File: src/rtl/modem_regset_defs.vh
// Offsets, set encodings, field positions and reset values for the modem/regset block
`ifndef MODEM_REGSET_DEFS_VH
`define MODEM_REGSET_DEFS_VH
// Word index of each register; byte address is four times the index
`define IDX_STATUS_SELECT 6'h00
`define IDX_SCRATCH 6'h01
`define IDX_DIV_LOW 6'h02
`define IDX_DIV_HIGH 6'h03
`define IDX_TX_SPACE 6'h04
`define IDX_RX_FILL 6'h05
`define IDX_ENH_CTRL 6'h06
`define IDX_MODEM_CTRL 6'h07
`define IDX_IRQ_STATUS 6'h08
`define IDX_IRQ_MASK 6'h09
`define IDX_RESUME_FIRST 6'h0a
`define IDX_RESUME_SECOND 6'h0b
`define IDX_PAUSE_FIRST 6'h0c
`define IDX_PAUSE_SECOND 6'h0d
// Register-set select encodings
`define SET_GENERAL 2'b00
`define SET_EXTRA_ONE 2'b01
`define SET_EXTRA_TWO 2'b10
// Field positions
`define SEL_CNT_EN_BIT 0
`define SEL_SET_LSB 1
`define MCR_LOOP_BIT 4
`define IRQ_EV_CHANGE 0
`define IRQ_EV_RING 1
// Reset values
`define RST_BYTE 8'h00
`define RST_MCR 5'h00
`define RST_IRQ 2'h0
`define RST_SEL 3'h0
`endif

File: src/rtl/modem_regset.v
// Modem status, register-set select, scratch, divisor and level counts
//
// Chosen here: the Wishbone register port and the address map.
`timescale 1ns/1ps
`include "modem_regset_defs.vh"
module modem_regset #(
  parameter CNT_W = 8
) (
  input wire clk_i, // 200 MHz clock
  input wire rst_i, // Synchronous reset, active high
  input wire wb_cyc_i, // Wishbone cycle
  input wire wb_stb_i, // Wishbone strobe
  input wire wb_we_i, // Wishbone write enable
  input wire [7:2] wb_adr_i, // Word address
  input wire [3:0] wb_sel_i, // Byte selects
  input wire [31:0] wb_dat_i, // Write data
  output wire [31:0] wb_dat_o, // Read data
  output wire wb_ack_o, // Acknowledge
  input wire cts_n_i, // Clear-to-send pin, active low
  input wire dsr_n_i, // Data-set-ready pin, active low
  input wire cd_n_i, // Carrier-detect pin, active low
  input wire ri_n_i, // Ring pin, active low
  input wire [CNT_W-1:0] tx_space_i, // Free transmit FIFO entries
  input wire [CNT_W-1:0] rx_fill_i, // Characters in receive FIFO
  output wire dtr_n_o, // Data-terminal-ready pin, active low
  output wire rts_n_o, // Request-to-send pin, active low
  output wire user_output_one_n_o, // User output one, active low
  output wire user_output_two_n_o, // User output two, active low
  output wire modem_irq_o, // Modem-status interrupt
  output wire irq_o, // Masked sticky-event interrupt
  output wire [1:0] reg_set_o, // Visible register set
  output wire lvl_cnt_en_o, // Level counters reachable
  output wire [15:0] divisor_o, // Baud divisor
  output wire baud_tick_o, // Baud clock pulse
  output wire [7:0] enh_ctrl_o, // Enhanced feature control
  output wire [15:0] resume_seq_o, // Resume character pair
  output wire [15:0] pause_seq_o // Pause character pair
);

  reg ack_reg;
  reg [31:0] rdata_reg;
  reg [3:0] sync1_reg;
  reg [3:0] sync2_reg;
  reg [3:0] live_prev_reg;
  reg [3:0] delta_reg;
  reg [2:0] select_reg;
  reg [7:0] scratch_reg;
  reg [7:0] div_low_reg;
  reg [7:0] div_high_reg;
  reg [7:0] enh_ctrl_reg;
  reg [4:0] mcr_reg;
  reg [1:0] irq_stat_reg;
  reg [1:0] irq_mask_reg;
  reg [7:0] resume_first_reg;
  reg [7:0] resume_second_reg;
  reg [7:0] pause_first_reg;
  reg [7:0] pause_second_reg;
  reg [15:0] baud_cnt_reg;
  reg baud_tick_reg;
  reg modem_irq_reg;
  reg irq_reg;
  reg [3:0] pins_out_reg;
  reg cnt_en_reg;

  wire access = wb_cyc_i & wb_stb_i & ~ack_reg;
  wire wr = access & wb_we_i & wb_sel_i[0];
  wire rd = access & ~wb_we_i;
  wire [7:0] wbyte = wb_dat_i[7:0];
  wire loopback = mcr_reg[`MCR_LOOP_BIT];
  wire [1:0] set_sel = select_reg[`SEL_SET_LSB+1:`SEL_SET_LSB];
  wire cnt_vis = (set_sel == `SET_GENERAL) &
    select_reg[`SEL_CNT_EN_BIT];
  wire set_one = (set_sel == `SET_EXTRA_ONE);
  wire set_two = (set_sel == `SET_EXTRA_TWO);

  // Live status bits 7:4 as CD, RI, DSR, CTS
  reg [3:0] live;
  always @*
  begin
    if (loopback)
    begin
      live[3] = mcr_reg[3];
      live[2] = mcr_reg[2];
      live[1] = mcr_reg[0];
      live[0] = mcr_reg[1];
    end
    else
    begin
      live = ~sync2_reg;
    end
  end

  // Change detection on the synchronised live bits
  wire [3:0] edge_any = live ^ live_prev_reg;
  reg [3:0] delta_set;
  always @*
  begin
    delta_set[3] = edge_any[3];
    delta_set[1] = edge_any[1];
    delta_set[0] = edge_any[0];
    // Ring pin low to high means status bit falls
    delta_set[2] = live_prev_reg[2] & ~live[2];
  end

  wire status_rd = rd & (wb_adr_i == `IDX_STATUS_SELECT);
  wire [3:0] delta_next = delta_set |
    (delta_reg & {4{~status_rd}});

  wire irq_rd = rd & (wb_adr_i == `IDX_IRQ_STATUS);
  wire [1:0] irq_ev = {delta_set[2], |delta_set};
  wire [1:0] irq_stat_next = irq_ev | (irq_stat_reg & {2{~irq_rd}});
  reg [1:0] irq_mask_next;
  always @*
  begin
    irq_mask_next = irq_mask_reg;
    if (wr && wb_adr_i == `IDX_IRQ_MASK)
    begin
      irq_mask_next = wbyte[1:0];
    end
  end

  // Read multiplexer
  reg [7:0] rbyte;
  always @*
  begin
    rbyte = 8'h00;
    case (wb_adr_i)
      `IDX_STATUS_SELECT: rbyte = {live, delta_reg};
      `IDX_SCRATCH: rbyte = scratch_reg;
      `IDX_DIV_LOW: rbyte = div_low_reg;
      `IDX_DIV_HIGH: rbyte = div_high_reg;
      `IDX_TX_SPACE:
      begin
        if (cnt_vis)
        begin
          rbyte = tx_space_i[7:0];
        end
      end
      `IDX_RX_FILL:
      begin
        if (cnt_vis)
        begin
          rbyte = rx_fill_i[7:0];
        end
      end
      `IDX_ENH_CTRL:
      begin
        if (set_one)
        begin
          rbyte = enh_ctrl_reg;
        end
      end
      `IDX_MODEM_CTRL: rbyte = {3'h0, mcr_reg};
      `IDX_IRQ_STATUS: rbyte = {6'h00, irq_stat_reg};
      `IDX_IRQ_MASK: rbyte = {6'h00, irq_mask_reg};
      `IDX_RESUME_FIRST:
      begin
        if (set_two)
        begin
          rbyte = resume_first_reg;
        end
      end
      `IDX_RESUME_SECOND:
      begin
        if (set_two)
        begin
          rbyte = resume_second_reg;
        end
      end
      `IDX_PAUSE_FIRST:
      begin
        if (set_two)
        begin
          rbyte = pause_first_reg;
        end
      end
      `IDX_PAUSE_SECOND:
      begin
        if (set_two)
        begin
          rbyte = pause_second_reg;
        end
      end
      default: rbyte = 8'h00;
    endcase
  end

  // Bus slave, synchronisers and status
  always @(posedge clk_i)
  begin
    if (rst_i)
    begin
      ack_reg <= 1'b0;
      rdata_reg <= 32'h00000000;
      sync1_reg <= 4'hf;
      sync2_reg <= 4'hf;
      live_prev_reg <= 4'h0;
      delta_reg <= 4'h0;
      irq_stat_reg <= `RST_IRQ;
      irq_mask_reg <= `RST_IRQ;
      modem_irq_reg <= 1'b0;
      irq_reg <= 1'b0;
    end
    else
    begin
      ack_reg <= access;
      rdata_reg <= rd ? {24'h000000, rbyte} : 32'h00000000;
      // Pins ordered CD, RI, DSR, CTS
      sync1_reg <= {cd_n_i, ri_n_i, dsr_n_i, cts_n_i};
      sync2_reg <= sync1_reg;
      live_prev_reg <= live;
      delta_reg <= delta_next;
      irq_stat_reg <= irq_stat_next;
      irq_mask_reg <= irq_mask_next;
      modem_irq_reg <= |delta_next;
      irq_reg <= |(irq_stat_next & irq_mask_next);
    end
  end

  // Software-written registers
  always @(posedge clk_i)
  begin
    if (rst_i)
    begin
      select_reg <= `RST_SEL;
      cnt_en_reg <= 1'b0;
      scratch_reg <= `RST_BYTE;
      div_low_reg <= `RST_BYTE;
      div_high_reg <= `RST_BYTE;
      enh_ctrl_reg <= `RST_BYTE;
      mcr_reg <= `RST_MCR;
      resume_first_reg <= `RST_BYTE;
      resume_second_reg <= `RST_BYTE;
      pause_first_reg <= `RST_BYTE;
      pause_second_reg <= `RST_BYTE;
    end
    else if (wr)
    begin
      case (wb_adr_i)
        `IDX_STATUS_SELECT:
        begin
          select_reg <= wbyte[2:0];
          cnt_en_reg <= (wbyte[2:1] == `SET_GENERAL) &
            wbyte[`SEL_CNT_EN_BIT];
        end
        `IDX_SCRATCH: scratch_reg <= wbyte;
        `IDX_DIV_LOW: div_low_reg <= wbyte;
        `IDX_DIV_HIGH: div_high_reg <= wbyte;
        `IDX_ENH_CTRL:
        begin
          if (set_one)
          begin
            enh_ctrl_reg <= wbyte;
          end
        end
        `IDX_MODEM_CTRL: mcr_reg <= wbyte[4:0];
        `IDX_RESUME_FIRST:
        begin
          if (set_two)
          begin
            resume_first_reg <= wbyte;
          end
        end
        `IDX_RESUME_SECOND:
        begin
          if (set_two)
          begin
            resume_second_reg <= wbyte;
          end
        end
        `IDX_PAUSE_FIRST:
        begin
          if (set_two)
          begin
            pause_first_reg <= wbyte;
          end
        end
        `IDX_PAUSE_SECOND:
        begin
          if (set_two)
          begin
            pause_second_reg <= wbyte;
          end
        end
        default:
        begin
          scratch_reg <= scratch_reg;
        end
      endcase
    end
  end

  // Baud generator: one tick every divisor cycles, none when zero
  wire [15:0] divisor = {div_high_reg, div_low_reg};
  always @(posedge clk_i)
  begin
    if (rst_i)
    begin
      baud_cnt_reg <= 16'h0000;
      baud_tick_reg <= 1'b0;
    end
    else if (divisor == 16'h0000)
    begin
      baud_cnt_reg <= 16'h0000;
      baud_tick_reg <= 1'b0;
    end
    else if (baud_cnt_reg >= divisor - 16'h0001)
    begin
      baud_cnt_reg <= 16'h0000;
      baud_tick_reg <= 1'b1;
    end
    else
    begin
      baud_cnt_reg <= baud_cnt_reg + 16'h0001;
      baud_tick_reg <= 1'b0;
    end
  end

  // Modem pins; loopback holds them inactive
  always @(posedge clk_i)
  begin
    if (rst_i)
    begin
      pins_out_reg <= 4'hf;
    end
    else
    begin
      pins_out_reg <= loopback ? 4'hf : ~mcr_reg[3:0];
    end
  end

  assign wb_ack_o = ack_reg;
  assign wb_dat_o = rdata_reg;
  assign dtr_n_o = pins_out_reg[0];
  assign rts_n_o = pins_out_reg[1];
  assign user_output_one_n_o = pins_out_reg[2];
  assign user_output_two_n_o = pins_out_reg[3];
  assign modem_irq_o = modem_irq_reg;
  assign irq_o = irq_reg;
  assign reg_set_o = set_sel;
  assign lvl_cnt_en_o = cnt_en_reg;
  assign divisor_o = divisor;
  assign baud_tick_o = baud_tick_reg;
  assign enh_ctrl_o = enh_ctrl_reg;
  // First character is the high byte of each pair
  assign resume_seq_o = {resume_first_reg, resume_second_reg};
  assign pause_seq_o = {pause_first_reg, pause_second_reg};

endmodule

File: config.mk
export PLATFORM = sky130hd
export DESIGN_NAME = modem_regset
export DESIGN_NICKNAME = d
export VERILOG_FILES = /design/src/rtl/modem_regset.v
export VERILOG_INCLUDE_DIRS = /design/src /design/src/rtl
export SDC_FILE = /design/constraint.sdc
export NUM_CORES = 1
export LEC_CHECK = 0
export BUFFER_PORTS_ARGS = -buffer_cell sky130_fd_sc_hd__buf_4
export CAP_MARGIN = 20
export CORE_MARGIN = 1
export CORE_UTILIZATION = 25
export CTS_BUF_LIST = sky130_fd_sc_hd__clkbuf_4
export DETAILED_ROUTE_END_ITERATION = 8
export GPL_TIMING_DRIVEN = 0
export PLACE_DENSITY_LB_ADDON = 0.2
export SYNTH_ARGS = -nofsm -noshare
export SYNTH_HDL_FRONTEND = slang
export SYNTH_SLANG_ARGS = --single-unit
File: constraint.sdc
create_clock -name clk_i -period 3.2 [get_ports clk_i]
set_input_delay 0.48 -clock clk_i [delete_from_list [all_inputs] [get_ports clk_i]]
set_output_delay 0.48 -clock clk_i [all_outputs]
set_load 0.03 [all_outputs]
==> qor.txt <==
=================================================================================
1st-iter DRT viols                                                            344
EDFF count, synth                                                               0
Setup-violating endpoint count in the final report                              0
Fraction of synthesis flops using an asynchronous set or reset pin             0%
Average instance area after synthesis                                  9.299 um^2
Worst slack at placement                                               -0.4752 ns
FF-to-FF path depth                                                            13
Overall power after layout                                               3.163 mW
Yosys Warn Count                                                                0
Ordered cell list for the critical path                              or4_4, nor3_4, nand3_4, nor4_4, xnor2_1, ha_1, nand4_1, nor3_2, nand4_1, o211ai_1, buf_4, buf_6, nor3_1
Final estimated routing congestion in global placement                     0.8373
Required time of the critical path                                        3.66 ns
Run status                                                              completed
Critical path arrival                                                     3.51 ns
Setup Total Neg Slack                                                        0 ns
Flip-flop count of the largest register after layout                           16
Vias after detailed routing                                                  5360
Count of state elements after synthesis                                       125
Sum of routed wire length over all layers                                20.93 mm
Final setup slack of the worst path                                     0.1509 ns
Placeable core region                                                  24250 um^2
Kind of end point of the critical path                                       flop
I/O pin count                                                                 166
Final Critical Period                                                    3.049 ns
Clock root buffer                                                    sky130_fd_sc_hd__clkbuf_4
Maximum number of pins on one net before global-route repair                   17
Total number of H-tree levels                                                   4
Transition time of the tightest slew-check pin                           1.088 ns
Setup repair after global routing missed its margin                          true
Horiz. Die Dim                                                           159.2 um
Mapped cell area                                                        6175 um^2
Max Fclk                                                               0.3280 GHz
Static Leak                                                              3.478 nW
Row cnt                                                                        57
# DRC                                                                           0
Final hold violation count                                                      0
Hold-critical path depth                                                        2
Vias per cell                                                               4.641
Crit path launch type                                                        flop
Placed instance count                                                        1118
Final net count                                                               903
Placement Cell Area                                                     7475 um^2
Synth-to-Final Area Change                                                 28.27%
Number of sinks driven by the clock tree                                      125
First drt pass iteration count                                                  6
Average wire per standard cell                                           18.12 um
Areal power density over the cells                                   399.4 nW/um^2
Worst slew margin relative to its limit                                    26.46%
Maximum clock skew at final layout                                     0.02083 ns
Dominant cells by area after synthesis                               sky130_fd_sc_hd__dfxtp_1 (41%), sky130_fd_sc_hd__mux2i_1 (13%), sky130_fd_sc_hd__nor2_1 (5.5%), sky130_fd_sc_hd__ha_1 (3.6%), sky130_fd_sc_hd__nand2_1 (3.6%)
Library cells used by synthesis                                                65
Hold endpoint                                                        sync1_reg[3]
Post-synth top area cell                                             sky130_fd_sc_hd__dfxtp_1
Sum of overflow across all layers after global routing                          0
Area share of the leading cell type in the synthesized netlist             40.53%
Inserted Clock Buffers                                                         17
Fraction of final layout cells sized beyond drive strength 1               27.11%
Initial antenna violation count                                                 1
IR Drop Worst-Case VDD                                                  0.2332 mV
Ratio of final minimum period to clock period                              95.28%
Insertion delay to the later sink of the worst-skew pair                  0.57 ns
Post-Route Utilization                                                     32.66%
Critical path fanouts, max                                                      5
Number of standard cells in the final layout excluding fillers               1155
TritonCTS clock tree                                                         done
Max capacitance violation total                                                 0
Post-Route Hold Slack                                                  0.08335 ns
Input/output buffers                                                          107
Clock-pin transition on the worst setup and hold timing paths             0.13 ns
Vert. Die Dim                                                            159.2 um
Wire length of the first global-routing pass                             31.73 mm
Overall fraction of global-route tracks in use                             16.70%
Worst path top cell family by delay                                  simple AND/OR/NAND/NOR gates
RR Endpoint                                                          baud_cnt_reg[13]
Primary flip-flop cell chosen by synthesis mapping                   sky130_fd_sc_hd__dfxtp_1
Starting density of the core                                               25.46%
Worst Setup Path Type                                                  reg -> reg
Stage delay of the slowest cell on the critical path                      0.55 ns
Via count of the first global-routing pass                                   5206
Area of all placed cells without fillers                                7920 um^2
Class of the tightest hold or removal check                             in -> reg
Max Root-Sink Buffers                                                           2
Cell with the largest stage delay on the worst path                  sky130_fd_sc_hd__or4_4
DIE AREA                                                               25330 um^2
Sum of buffers and inverters on the critical path                               2
Cell seen most often among critical-path stages                      sky130_fd_sc_hd__nand4_1
Count of pins over their slew limit                                             0
Post-detail-place hpwl                                                   15.67 mm
Origin of the critical flop-to-flop path                             div_low_reg[7]
FILL cells                                                                   2624
Number of nets with antenna violations after routing                            0
Reg2Reg Setup Slack                                                       0.15 ns
Share of synthesized area occupied by flip-flops and latches               40.53%
Post-Synthesis Cells                                                          664
Worst min-delay path startpoint                                            cd_n_i
=================================================================================
==> routing by layer <==
metal	GRT usage, %	wire (um)	vias up
li1	-	-	2598
met1	23.13	10110	2611
met2	26.48	9703	132
met3	2.917	828	19
met4	4.808	286	0
met5	0	0	-
==> cell usage in the layout, fill, tap and decap left out, types with 8 or more instances in the layout <==
cell and instances:
sky130_fd_sc_hd__inv_1 8, sky130_fd_sc_hd__buf_4 139, sky130_fd_sc_hd__clkbuf_4 17, sky130_fd_sc_hd__conb_1 24, sky130_fd_sc_hd__a221oi_1 8, sky130_fd_sc_hd__ha_1 18, sky130_fd_sc_hd__a222oi_1 8, sky130_fd_sc_hd__nor2_1 90
sky130_fd_sc_hd__dfxtp_1 122, sky130_fd_sc_hd__clkbuf_1 25, sky130_fd_sc_hd__or2_2 9, sky130_fd_sc_hd__nand2_1 58, sky130_fd_sc_hd__xnor2_1 17, sky130_fd_sc_hd__a21oi_1 21, sky130_fd_sc_hd__nand2b_1 8, sky130_fd_sc_hd__buf_2 10
sky130_fd_sc_hd__xor2_1 13, sky130_fd_sc_hd__nor3_1 22, sky130_fd_sc_hd__a21o_1 10, sky130_fd_sc_hd__mux2i_1 80
==> cell families after synthesis <==
kind of cell | Yosys count | share of synthesized area [%]
fa+ha+maj | 18 | 3.647
buf+inv | 72 | 6.383
flops | 125 | 40.53
xor+xnor | 30 | 4.255
mux | 86 | 14.43
simple gates | 253 | 21.20
other cells | 1 | 0.06073
compound gates | 79 | 9.504
==> synthesized netlist by cell type (all sizes together) (11+ instances only) <==
master and n:
dfxtp 125, nor2 91, mux2i 80, nand2 59, buf 38, nor3 31, clkbuf 26, a21oi 21
ha 18, xnor2 17, xor2 13, nand3 11
==> report_power, final <==
group | switching, mW | internal, mW | leakage (nW) | total, mW
registers | 0.00767 | 1.57 | 1.01 | 1.57
clock network | 0.702 | 0.633 | 0.175 | 1.34
logic | 0.165 | 0.0882 | 2.29 | 0.254
==> worst max path at each step <==
stage	from	to	cells past startpoint
final	div_low_reg[7]	baud_cnt_reg[13]	13
after global routing	div_low_reg[7]	baud_cnt_reg[15]	13
after detailed placement	div_high_reg[0]	baud_cnt_reg[10]	12
after global placement	div_high_reg[0]	baud_cnt_reg[13]	12
after CTS	div_low_reg[5]	baud_cnt_reg[13]	12
after floorplan	div_high_reg[0]	baud_cnt_reg[12]	12
==> layout make-up <==
cell class	count	area [um^2]	share of cell area (%)
plain buffers	64	371.6	4.692
well taps	324	405.4	5.118
flip-flops and latches	125	2514	31.74
diodes	1	2.502	0.03160
multi-input cells	490	3422	43.21
clock buffers	17	127.6	1.611
inverters	8	30.03	0.3791
repair buffers	112	838.3	10.58
clock inverters	14	209.0	2.638
==> what timing repair did <==
action                                  in CTS  in global routing
endpoints found under the setup margin      17                 17
cloned                                       0                  1
setup buffers                                1                  3
hold buffers                                 0                  0
resized for setup                            1                 18
pin swaps                                    1                  6
Power figures use the tool's default switching activity.
